===== src/rtl/commutation_pkg.sv =====
// shared constants and carrier types for the commutation sequencer
package commutation_pkg;
  localparam int unsigned CLK_HZ = 200000000;
  localparam int unsigned COARSE_DIV = 512;
  localparam int unsigned FINE_DIV = 8;
  localparam logic [8:0] COARSE_LAST = 9'h1FF;
  localparam logic [2:0] FINE_LAST = 3'h7;
  localparam logic [7:0] PHASE_MID = 8'h80;
  localparam int unsigned PHASES_PER_REV = 24;
  localparam logic [4:0] PHASE_LAST = 5'h17;
  localparam logic [2:0] STATES_PER_CYCLE = 3'h6;
  localparam int unsigned PUMP_HZ = 300000;
  localparam int unsigned PUMP_HALF_CYC = CLK_HZ / (2 * PUMP_HZ);
  localparam logic [9:0] PUMP_HALF_LAST = 10'(PUMP_HALF_CYC - 1);
  localparam int unsigned BRAKE_DELAY_CYC = 200000;
  localparam logic [23:0] PERIOD_MAX = 24'hFFFFFF;
  localparam logic [23:0] PERIOD_INIT = 24'h000400;

  typedef enum logic [2:0] {
    ST_AH_BL = 3'b000,
    ST_AH_CL = 3'b001,
    ST_BH_CL = 3'b011,
    ST_BH_AL = 3'b010,
    ST_CH_AL = 3'b110,
    ST_CH_BL = 3'b111
  } comm_state_t;

  typedef enum logic [1:0] {
    RB_RUN = 2'b00,
    RB_COAST = 2'b01,
    RB_BRAKE = 2'b11
  } run_brake_t;

  typedef struct packed {
    logic a_hi;
    logic b_hi;
    logic c_hi;
    logic a_lo;
    logic b_lo;
    logic c_lo;
  } bridge_t;

  typedef struct packed {
    logic charge_sw;
    logic transfer_sw;
  } pump_t;
endpackage


===== src/rtl/sensorless_commutation_sequencer.sv =====
// six-step sensorless commutation sequencer with mask, brake and clock dividers
`timescale 1ns/1ps
`default_nettype none
module sensorless_commutation_sequencer
  import commutation_pkg::*;
#(
  parameter int unsigned BRAKE_DELAY = BRAKE_DELAY_CYC
) (
  // clock, reset, enable
  input wire logic i_clk_sys,
  input wire logic i_resetn,
  input wire logic i_clk_en,
  // control
  input wire logic i_run,
  input wire logic i_bemf_cross,
  input wire logic i_seq_reset,
  input wire logic i_meas_start,
  // bridge and status
  output bridge_t o_bridge,
  output logic o_spin_toggle,
  output logic [4:0] o_phase_index,
  output logic [2:0] o_sense_phase,
  // phase counter rates and preset
  output logic o_coarse_tick,
  output logic o_fine_tick,
  output logic o_counter_preset,
  output logic [7:0] o_preset_value,
  // charge pump switches
  output pump_t o_pump
);

  function automatic bridge_t drive_of(input comm_state_t s);
    bridge_t b;
    b = '0;
    case (s)
      ST_AH_BL: begin b.a_hi = 1'b1; b.b_lo = 1'b1; end
      ST_AH_CL: begin b.a_hi = 1'b1; b.c_lo = 1'b1; end
      ST_BH_CL: begin b.b_hi = 1'b1; b.c_lo = 1'b1; end
      ST_BH_AL: begin b.b_hi = 1'b1; b.a_lo = 1'b1; end
      ST_CH_AL: begin b.c_hi = 1'b1; b.a_lo = 1'b1; end
      ST_CH_BL: begin b.c_hi = 1'b1; b.b_lo = 1'b1; end
      default: b = '0;
    endcase
    return b;
  endfunction

  function automatic logic [2:0] float_of(input comm_state_t s);
    case (s)
      ST_AH_BL, ST_BH_AL: float_of = 3'h1;
      ST_AH_CL, ST_CH_AL: float_of = 3'h2;
      default: float_of = 3'h4;
    endcase
  endfunction

  function automatic comm_state_t next_of(input comm_state_t s);
    case (s)
      ST_AH_BL: next_of = ST_AH_CL;
      ST_AH_CL: next_of = ST_BH_CL;
      ST_BH_CL: next_of = ST_BH_AL;
      ST_BH_AL: next_of = ST_CH_AL;
      ST_CH_AL: next_of = ST_CH_BL;
      default: next_of = ST_AH_BL;
    endcase
  endfunction

  // synchroniser and edge detect
  logic cross_meta_q, cross_sync_q, cross_prev_q;
  always_ff @(posedge i_clk_sys) begin
    if (!i_resetn) begin
      cross_meta_q <= 1'b0;
      cross_sync_q <= 1'b0;
      cross_prev_q <= 1'b0;
    end else if (i_clk_en) begin
      cross_meta_q <= i_bemf_cross;
      cross_sync_q <= cross_meta_q;
      cross_prev_q <= cross_sync_q;
    end
  end
  wire cross_edge = cross_sync_q ^ cross_prev_q;

  // run/brake sequencing
  run_brake_t rb_q;
  logic [23:0] brake_cnt_q;
  always_ff @(posedge i_clk_sys) begin
    if (!i_resetn) begin
      rb_q <= RB_COAST;
      brake_cnt_q <= '0;
    end else if (i_clk_en) begin
      case (rb_q)
        RB_RUN: begin
          if (!i_run) begin
            rb_q <= RB_COAST;
            brake_cnt_q <= '0;
          end
        end
        RB_COAST: begin
          if (i_run) begin
            rb_q <= RB_RUN;
          end else if (brake_cnt_q >= 24'(BRAKE_DELAY - 1)) begin
            rb_q <= RB_BRAKE;
          end else begin
            brake_cnt_q <= brake_cnt_q + 24'h000001;
          end
        end
        RB_BRAKE: begin
          if (i_run) begin
            rb_q <= RB_RUN;
          end
        end
        default: rb_q <= RB_COAST;
      endcase
    end
  end
  wire running = (rb_q == RB_RUN) && i_run;

  // commutation timing
  comm_state_t state_q;
  logic [4:0] phase_q;
  logic [23:0] period_cnt_q, last_period_q;
  logic [23:0] mask_cnt_q, delay_cnt_q;
  logic masked_q, delay_arm_q;
  wire commutate = running && delay_arm_q && (delay_cnt_q == '0);
  wire cross_ok = running && cross_edge && !masked_q && !delay_arm_q;

  always_ff @(posedge i_clk_sys) begin
    if (!i_resetn) begin
      state_q <= ST_AH_BL;
      phase_q <= '0;
      period_cnt_q <= '0;
      last_period_q <= PERIOD_INIT;
      mask_cnt_q <= '0;
      delay_cnt_q <= '0;
      masked_q <= 1'b1;
      delay_arm_q <= 1'b0;
    end else if (i_clk_en) begin
      if (period_cnt_q != PERIOD_MAX) begin
        period_cnt_q <= period_cnt_q + 24'h000001;
      end
      if (i_seq_reset) begin
        state_q <= ST_AH_BL;
        phase_q <= '0;
        // restart period measurement so a stale count cannot stretch the mask
        period_cnt_q <= '0;
        masked_q <= 1'b0;
        delay_arm_q <= 1'b0;
      end else if (cross_ok) begin
        masked_q <= 1'b1;
        delay_arm_q <= 1'b1;
        // 30 deg is half of a 60 deg state period
        delay_cnt_q <= {1'b0, last_period_q[23:1]};
      end else if (commutate) begin
        state_q <= next_of(state_q);
        phase_q <= (phase_q == PHASE_LAST) ? 5'h00 : phase_q + 5'h01;
        last_period_q <= period_cnt_q;
        period_cnt_q <= '0;
        delay_arm_q <= 1'b0;
        mask_cnt_q <= {2'b00, period_cnt_q[23:2]};
      end else begin
        if (delay_arm_q) begin
          delay_cnt_q <= delay_cnt_q - 24'h000001;
        end else if (masked_q) begin
          if (mask_cnt_q == '0) begin
            masked_q <= 1'b0;
          end else begin
            mask_cnt_q <= mask_cnt_q - 24'h000001;
          end
        end
      end
    end
  end

  // motion indicator
  always_ff @(posedge i_clk_sys) begin
    if (!i_resetn) begin
      o_spin_toggle <= 1'b0;
    end else if (i_clk_en && cross_ok) begin
      o_spin_toggle <= ~o_spin_toggle;
    end
  end

  // bridge drive
  always_ff @(posedge i_clk_sys) begin
    if (!i_resetn) begin
      o_bridge <= '0;
      o_phase_index <= '0;
      o_sense_phase <= '0;
    end else if (i_clk_en) begin
      o_phase_index <= phase_q;
      o_sense_phase <= float_of(state_q);
      if (running) begin
        o_bridge <= drive_of(state_q);
      end else if (rb_q == RB_BRAKE) begin
        o_bridge <= '{a_lo: 1'b1, b_lo: 1'b1, c_lo: 1'b1, default: 1'b0};
      end else begin
        o_bridge <= '0;
      end
    end
  end

  // phase counter rate dividers
  logic [8:0] coarse_div_q;
  logic [2:0] fine_div_q;
  always_ff @(posedge i_clk_sys) begin
    if (!i_resetn) begin
      coarse_div_q <= '0;
      fine_div_q <= '0;
      o_coarse_tick <= 1'b0;
      o_fine_tick <= 1'b0;
    end else if (i_clk_en) begin
      coarse_div_q <= coarse_div_q + 9'h001;
      fine_div_q <= fine_div_q + 3'h1;
      o_coarse_tick <= (coarse_div_q == COARSE_LAST);
      o_fine_tick <= (fine_div_q == FINE_LAST);
    end
  end

  // mid-scale preset request
  always_ff @(posedge i_clk_sys) begin
    if (!i_resetn) begin
      o_counter_preset <= 1'b0;
      o_preset_value <= PHASE_MID;
    end else if (i_clk_en) begin
      o_counter_preset <= i_meas_start;
      o_preset_value <= PHASE_MID;
    end
  end

  // charge pump oscillator
  logic [9:0] pump_cnt_q;
  logic pump_half_q;
  always_ff @(posedge i_clk_sys) begin
    if (!i_resetn) begin
      pump_cnt_q <= '0;
      pump_half_q <= 1'b0;
      o_pump <= '0;
    end else if (i_clk_en) begin
      if (pump_cnt_q == PUMP_HALF_LAST) begin
        pump_cnt_q <= '0;
        pump_half_q <= ~pump_half_q;
      end else begin
        pump_cnt_q <= pump_cnt_q + 10'h001;
      end
      o_pump.charge_sw <= ~pump_half_q;
      o_pump.transfer_sw <= pump_half_q;
    end
  end

endmodule
`default_nettype wire


===== config.mk =====
export PLATFORM = sky130hd
export DESIGN_NAME = sensorless_commutation_sequencer
export DESIGN_NICKNAME = d
export VERILOG_FILES = /design/src/rtl/commutation_pkg.sv /design/src/rtl/sensorless_commutation_sequencer.sv
export SDC_FILE = /design/constraint.sdc
export NUM_CORES = 1
export LEC_CHECK = 0
export ABC_AREA = 1
export BUFFER_PORTS_ARGS = -buffer_cell sky130_fd_sc_hd__buf_2
export CAP_MARGIN = 5
export CORE_MARGIN = 5
export CORE_UTILIZATION = 40
export DETAILED_ROUTE_END_ITERATION = 8
export GPL_TIMING_DRIVEN = 0
export PLACE_DENSITY = 0.54
export SYNTH_ARGS = -nofsm -noshare
export SYNTH_HDL_FRONTEND = slang
export SYNTH_SLANG_ARGS = --single-unit

===== constraint.sdc =====
create_clock -name i_clk_sys -period 1.96 [get_ports i_clk_sys]
set_input_delay 0.392 -clock i_clk_sys [delete_from_list [all_inputs] [get_ports i_clk_sys]]
set_output_delay 0.392 -clock i_clk_sys [all_outputs]
set_load 0.1 [all_outputs]

======== Word-level counts from Yosys, hierarchy flattened ========
Index checks and enable logic that the tools add are counted.
cells by class
  equality and inequality tests ........... 23
  bitwise operators ....................... 5
  order comparisons ....................... 1
  muxes and demuxes ....................... 47
  reduce and logical (&&, ||, !) cells .... 35
  add/subtract/negate cells ............... 8
operators with widths
  cell                   number
  $mux 24                14
  $add 24x1->24 const B  2
  $logic_not 24->1       2
  $pmux 24 s2            1
  $sub 24x1->24 const B  2
  $ge 24x18->1 const B   1
  $ne 24x24->1 const B   1
  $mux 5                 4
  $reduce_or 2->1        8
  $mux 1                 15
  $pmux 3 s5             1
  $mux 3                 4
  $ne 2x2->1 const B     6
  $reduce_and 4->1       3
  $add 10x1->10 const B  1
  $eq 10x9->1 const B    1
  $mux 10                1
  $add 9x1->9 const B    1
  $eq 3x3->1 const B     3
  $eq 9x9->1 const B     1
  $mux 2                 4
  $reduce_bool 2->1      4
  $logic_and 1x1->1      7
  $eq 3x2->1 const B     2
  other kinds (22)       30
storage, ports and cells
  logic and storage cells ................. 150
  input bits .............................. 7
  bits in registers ....................... 178
  output and inout port bits .............. 28

======== Longest topological paths before layout ========
  depth after elaboration ................. 7
  depth in mapped cells ................... 14
  mapped depth without buffers ............ 13

======== Worst setup path after synthesis ========
Ideal clock, no wire load.
  kind .................................... reg2reg
  start ................................... register period_cnt_q[0]
  end ..................................... register period_cnt_q[12]
  cell stages (with the launch flop) ...... 13
  data required time ...................... 1.847 ns
  buffers on the path ..................... 0
  period minus slack after synthesis ...... 1.688 ns
  arrival time ............................ 1.574 ns
  setup time .............................. 0.113 ns
  slack ................................... 0.272 ns
  cell sequence ........................... dfxtp_1 -> ha_1 -> inv_1 -> nor2_1 -> nand2_1 -> nor2_1 -> nand3_2 -> nand2_4 -> inv_2 -> nand2_1 -> nor2_1 -> o21ai_1 -> inv_1
between the ends
  cells in the longest elaborated chain, start to end .. 5
  elaborated cells on any way between the ends .. 6
  those cells by class .................... add/sub (1); eq/ne (1); mux (4)
ends and longest elaborated chain
  item                                                  line                                                                              text
  from (decl)                                           sensorless_commutation_sequencer.sv:119                                           logic [23:0] period_cnt_q, last_period_q;
  from (signal assigned)                                sensorless_commutation_sequencer.sv:137                                           period_cnt_q <= period_cnt_q + 24'h000001;
  $add 24x1->24 / $ne 24x24->1 (equally long branches)  sensorless_commutation_sequencer.sv:137, sensorless_commutation_sequencer.sv:136
  $mux 24 *                                             sensorless_commutation_sequencer.sv:136                                           if (period_cnt_q != PERIOD_MAX) begin
  $mux 24                                               sensorless_commutation_sequencer.sv:151                                           end else if (commutate) begin
  $mux 24 *                                             sensorless_commutation_sequencer.sv:146                                           end else if (cross_ok) begin
  $mux 24 *                                             sensorless_commutation_sequencer.sv:139                                           if (i_seq_reset) begin
Mark *: on every way between the ends. The rest lies on a longest branch, timed or not.
A chain may end at the register's enable or synchronous reset.

======== Final worst setup path ========
  start ................................... register period_cnt_q[1]
  end ..................................... register period_cnt_q[7]
Same word-level chain as after synthesis.

==> impl_table.tex <==
\begin{tabular}{lr}
\hline
Metric & Value \\
\hline
\multicolumn{2}{l}{\textbf{Run status}} \\
\quad Outcome & finished, final reports clean \\
\multicolumn{2}{l}{\textbf{Layout}} \\
\quad Final-stage net count & 1538 \\
\quad Most used cells in the layout excluding fill and tap cells & 331 x nand2\_1, 264 x nor2\_1, 167 x dfxtp\_1, 122 x inv\_1, 100 x a21oi\_1 \\
\quad Final Util & 46.9\% \\
\quad Count of inserted antenna diode cells & 0 \\
\quad Number of filler instances in the final layout & 2498 \\
\quad Most frequent standard cell in the layout excluding fill and tap cells & nand2\_1 \\
\quad Synthesis-to-layout area growth & 15.3\% \\
\quad Fraction of final layout cells sized beyond drive strength 1 & 11.8\% \\
\quad Number of standard cells in the layout, taps in and fillers out & 1850 \\
\multicolumn{2}{l}{\textbf{Place}} \\
\quad PortBufs & 25 \\
\quad Post-Place Worst Slack & -625 ps \\
\quad Post-detail-place hpwl & 21.6 mm \\
\quad Placed cells & 1808 \\
\quad Final Wtd Congestion & 0.899 \\
\multicolumn{2}{l}{\textbf{Setup path}} \\
\quad CP startpoint kind & register \\
\quad Required time at the endpoint of the critical path & 2340 ps \\
\quad Worst path cell trace & ha\_2, inv\_1, nor2\_4, nand2\_1, nor2\_1, nand3\_2, buf\_4, nand2\_1, inv\_1, nand2\_1, o21ai\_0, a21oi\_1 \\
\quad Critical Setup Path Class & reg2reg \\
\quad Arrival time reported for the critical path endpoint & 2200 ps \\
\quad Levels on crit path & 12 \\
\quad Crit Reg-Reg Startpoint & period\_cnt\_q[1] \\
\quad Reg-to-reg setup timing slack & 130 ps \\
\quad Reg-to-reg critical path endpoint & period\_cnt\_q[7] \\
\quad Most prevalent standard cell on the critical path & nand2\_1 \\
\quad Critical Path End & period\_cnt\_q[7] \\
\quad Worst Setup End Kind & register \\
\quad Cell family with most CP delay & simple AND/OR/NAND/NOR gates \\
\quad Depth of the worst register-to-register path & 12 \\
\quad Slowest-stage cell, CP & dfxtp\_1 \\
\quad Launch point of the worst path & period\_cnt\_q[1] \\
\quad Count of buffer and inverter cells on the critical path & 3 \\
\quad Largest fanout of any net on the critical path & 4 \\
\quad Largest stage delay on the critical path & 360 ps \\
\multicolumn{2}{l}{\textbf{Synth}} \\
\quad Synth cell types & 43 \\
\quad Netlist Area Pre-Place & 9550 sq um \\
\quad Instance count of the mapped netlist & 1458 \\
\quad Sequential fraction of the synthesis area & 37.1\% \\
\quad Number of warning messages in the yosys log & 0 \\
\quad Number of synthesized register bits & 177 \\
\quad Average size of a mapped cell & 6.55 sq um \\
\multicolumn{2}{l}{\textbf{Worst hold path}} \\
\quad Hold Path Origin & i\_bemf\_cross \\
\quad Hold/Removal Path Class & in2reg \\
\multicolumn{2}{l}{\textbf{Clocking}} \\
\quad Clock insertion delay at the later pin of the skew report & 450 ps \\
\quad Hold-fix buffers, CTS & 0 \\
\quad CTS Buffer Depth & 2 \\
\quad Clock tree from TritonCTS & yes \\
\quad Total CTS buffers & 17 \\
\quad Cell at the root of the clock tree & clkbuf\_16 \\
\quad Clock edge transition at the registers on the reported setup and hold paths & 70 ps \\
\quad Clock net sink count & 177 \\
\quad Number of levels the H-tree was split into & 4 \\
\multicolumn{2}{l}{\textbf{Timing}} \\
\quad Final clock period utilization by the worst path & 93.2\% \\
\quad Min Clock Period, post-route & 1830 ps \\
\quad Transition time of the tightest slew-check pin & 755 ps \\
\quad Pins over their slew limit & 0 \\
\quad PnR worst setup slack & 133 ps \\
\quad Total negative slack for setup checks & 0 ps \\
\quad Final setup skew & 19.5 ps \\
\quad Number of setup violations in the final report & 0 \\
\quad Fin. Hold Viols & 0 \\
\quad Fmax achieved & 0.547 GHz \\
\quad Worst slew slack as a fraction of its limit & 49.7\% \\
\multicolumn{2}{l}{\textbf{Global routing}} \\
\quad Remaining global-route overflow & 0 \\
\quad Largest net degree at the start of global routing & 21 \\
\quad Number of global-route vias before repair & 8677 \\
\quad Global routing met3 resource utilization & 2.82\% \\
\quad Busiest layer in global routing & met2 \\
\quad Initial antenna violation count & 0 \\
\quad Met1 routing resource usage after global routing & 30.2\% \\
\quad Wire length of the first global-routing pass & 46.1 mm \\
\quad M2 GR Usage & 35.5\% \\
\quad Global Route Usage Sum & 21.7\% \\
\multicolumn{2}{l}{\textbf{Detailed routing}} \\
\quad Vias per std cell & 5.05 \\
\quad Count of unresolved DRC violations after routing & 0 \\
\quad Routed wirelength normalized by instance count & 15.5 microns \\
\quad Number of iterations in the first detailed-routing pass & 5 \\
\quad Iteration-0 DRC count of the detailed router & 761 \\
\quad Via total after detailed routing & 9343 \\
\quad Final ANT Viol Nets & 0 \\
\quad Routed WL & 28.8 mm \\
\multicolumn{2}{l}{\textbf{Die}} \\
\quad Core ar. & 23500 sq um \\
\quad Die width & 164 microns \\
\quad Area of the die & 27100 sq um \\
\quad Number of primary I/O pins & 35 \\
\quad Floorplan row count & 56 \\
\quad Die height & 164 microns \\
\quad Initial Utilization & 40.7\% \\
\multicolumn{2}{l}{\textbf{Pwr}} \\
\quad Maximum VDD drop & 0.423 mV \\
\quad Leak pwr & 0.00456 uW \\
\quad Power Dens Cells & 785 nW/um\^{}2 \\
\multicolumn{2}{l}{\textbf{Flow run}} \\
\quad Maxcap violations & 0 \\
\hline
\end{tabular}
-- how the worst min path moves through the flow --
stage / end / slack (ps) / depth (start not counted)
floorplan: brake_cnt_q[19] / 420 / 2
global placement: brake_cnt_q[22] / 430 / 2
detailed placement: brake_cnt_q[23] / 430 / 2
CTS: cross_meta_q / 160 / 3
global route: o_counter_preset / 180 / 3
finish: cross_meta_q / 170 / 3
-- layer usage --
layer / part of all wire [%] / vias up / routed length, microns
li1: - / 4811 / -
met3: 3.8 / 28 / 1100
met1: 48 / 4319 / 13800
met5: 0 / - / 0
met2: 47 / 185 / 13500
met4: 1.5 / 0 / 418
-- where the power goes --
part	internal, uW	leakage [uW]	switching (uW)
logic	398	0.00283	916
registers	3690	0.00144	91.2
clock network	1750	0.000293	1790
total	5840	0.00456	2800
-- layout make-up --
cell class	instances	area, sq um	area share [%]
timing repair buffer	35	213	1.93
clock inverter	15	185	1.68
sequential	177	3560	32.3
tap	319	399	3.63
clock buffer	17	425	3.86
inverter	132	500	4.55
multi-input combinational	1095	5330	48.5
buffer	60	395	3.59
-- worst min-delay path, stage by stage --
cell and delay, ps:
buf_2 80, nor2_1 40, nor2_1 80
-- registers in the layout (all words and copies together) (netlist names), 3 cells and up --
register / count
state_q: 3
o_sense_phase: 3
coarse_div_q: 9
o_phase_index: 5
period_cnt_q: 24
delay_cnt_q: 24
phase_q: 5
mask_cnt_q: 24
last_period_q: 23
pump_cnt_q: 10
o_bridge: 6
brake_cnt_q: 24
fine_div_q: 3
-- synthesized netlist by cell type --
| cell type | number | share of area [%] |
|---|---|---|
| nor3_1 | 28 | 1.5 |
| nor2_1 | 278 | 11 |
| buf_1 | 4 | 0.16 |
| a22oi_1 | 1 | 0.079 |
| dfxtp_1 | 177 | 37 |
| nand3_1 | 94 | 4.9 |
| conb_1 | 2 | 0.079 |
| nand3_2 | 3 | 0.31 |
| nand2_2 | 9 | 0.59 |
| inv_4 | 1 | 0.066 |
| o21a_1 | 2 | 0.16 |
| or2_2 | 1 | 0.066 |
| nand2_4 | 4 | 0.47 |
| nand3_4 | 1 | 0.18 |
| inv_1 | 125 | 4.9 |
| a21boi_0 | 1 | 0.079 |
| xnor2_1 | 20 | 1.8 |
| o21bai_1 | 2 | 0.16 |
| clkbuf_1 | 25 | 0.98 |
| nor2_2 | 6 | 0.39 |
| a31oi_1 | 1 | 0.066 |
| a21oi_1 | 100 | 5.2 |
| buf_6 | 7 | 0.83 |
| nor3b_1 | 4 | 0.31 |
| buf_2 | 10 | 0.52 |
| xor2_1 | 26 | 2.4 |
| nand4_2 | 1 | 0.13 |
| nor2_4 | 4 | 0.47 |
| nand2_1 | 336 | 13 |
| nand4_1 | 20 | 1.3 |
| inv_2 | 6 | 0.24 |
| and3_1 | 1 | 0.066 |
| o31ai_1 | 1 | 0.079 |
| o211ai_1 | 6 | 0.47 |
| nor3_2 | 2 | 0.21 |
| ha_1 | 13 | 1.7 |
| a21oi_2 | 1 | 0.092 |
| a211oi_1 | 5 | 0.39 |
| o22ai_1 | 5 | 0.33 |
| o21ai_1 | 7 | 0.37 |
| buf_4 | 14 | 1.1 |
| a22o_1 | 1 | 0.092 |
| o21ai_0 | 103 | 5.4 |
-- cells by family (layout without fill, tap and decap cells) --
| group | count (synthesis) | count (layout) | synth area share, % |
|---|---|---|---|
| simple gates | 792 | 792 | 35.1 |
| compound gates | 236 | 236 | 13.0 |
| buf+inv | 192 | 259 | 8.81 |
| flops | 177 | 177 | 37.1 |
| xor+xnor | 46 | 46 | 4.22 |
| fa+ha+maj | 13 | 13 | 1.70 |
| other cells | 2 | 8 | 0.0787 |
-- repair_timing --
action | 4_1_cts | 5_1_grt
pin swaps | 1 | 2
setup endpoints to repair | 89 | 114
buffers inserted | 2 | 8
endpoints found under the hold margin | 0 | 0
gates resized for setup | 20 | 61
-- per-stage QoR --
stage	total power [uW]	area [sq um]	hold WS (ps)
finish	8640	11000	173
global route	9020	11000	185
CTS	8690	10800	161
detailed placement	5140	10100	432
global placement	5130	10100	426
floorplan	4840	9570	417
Power figures use the tool's default switching activity.
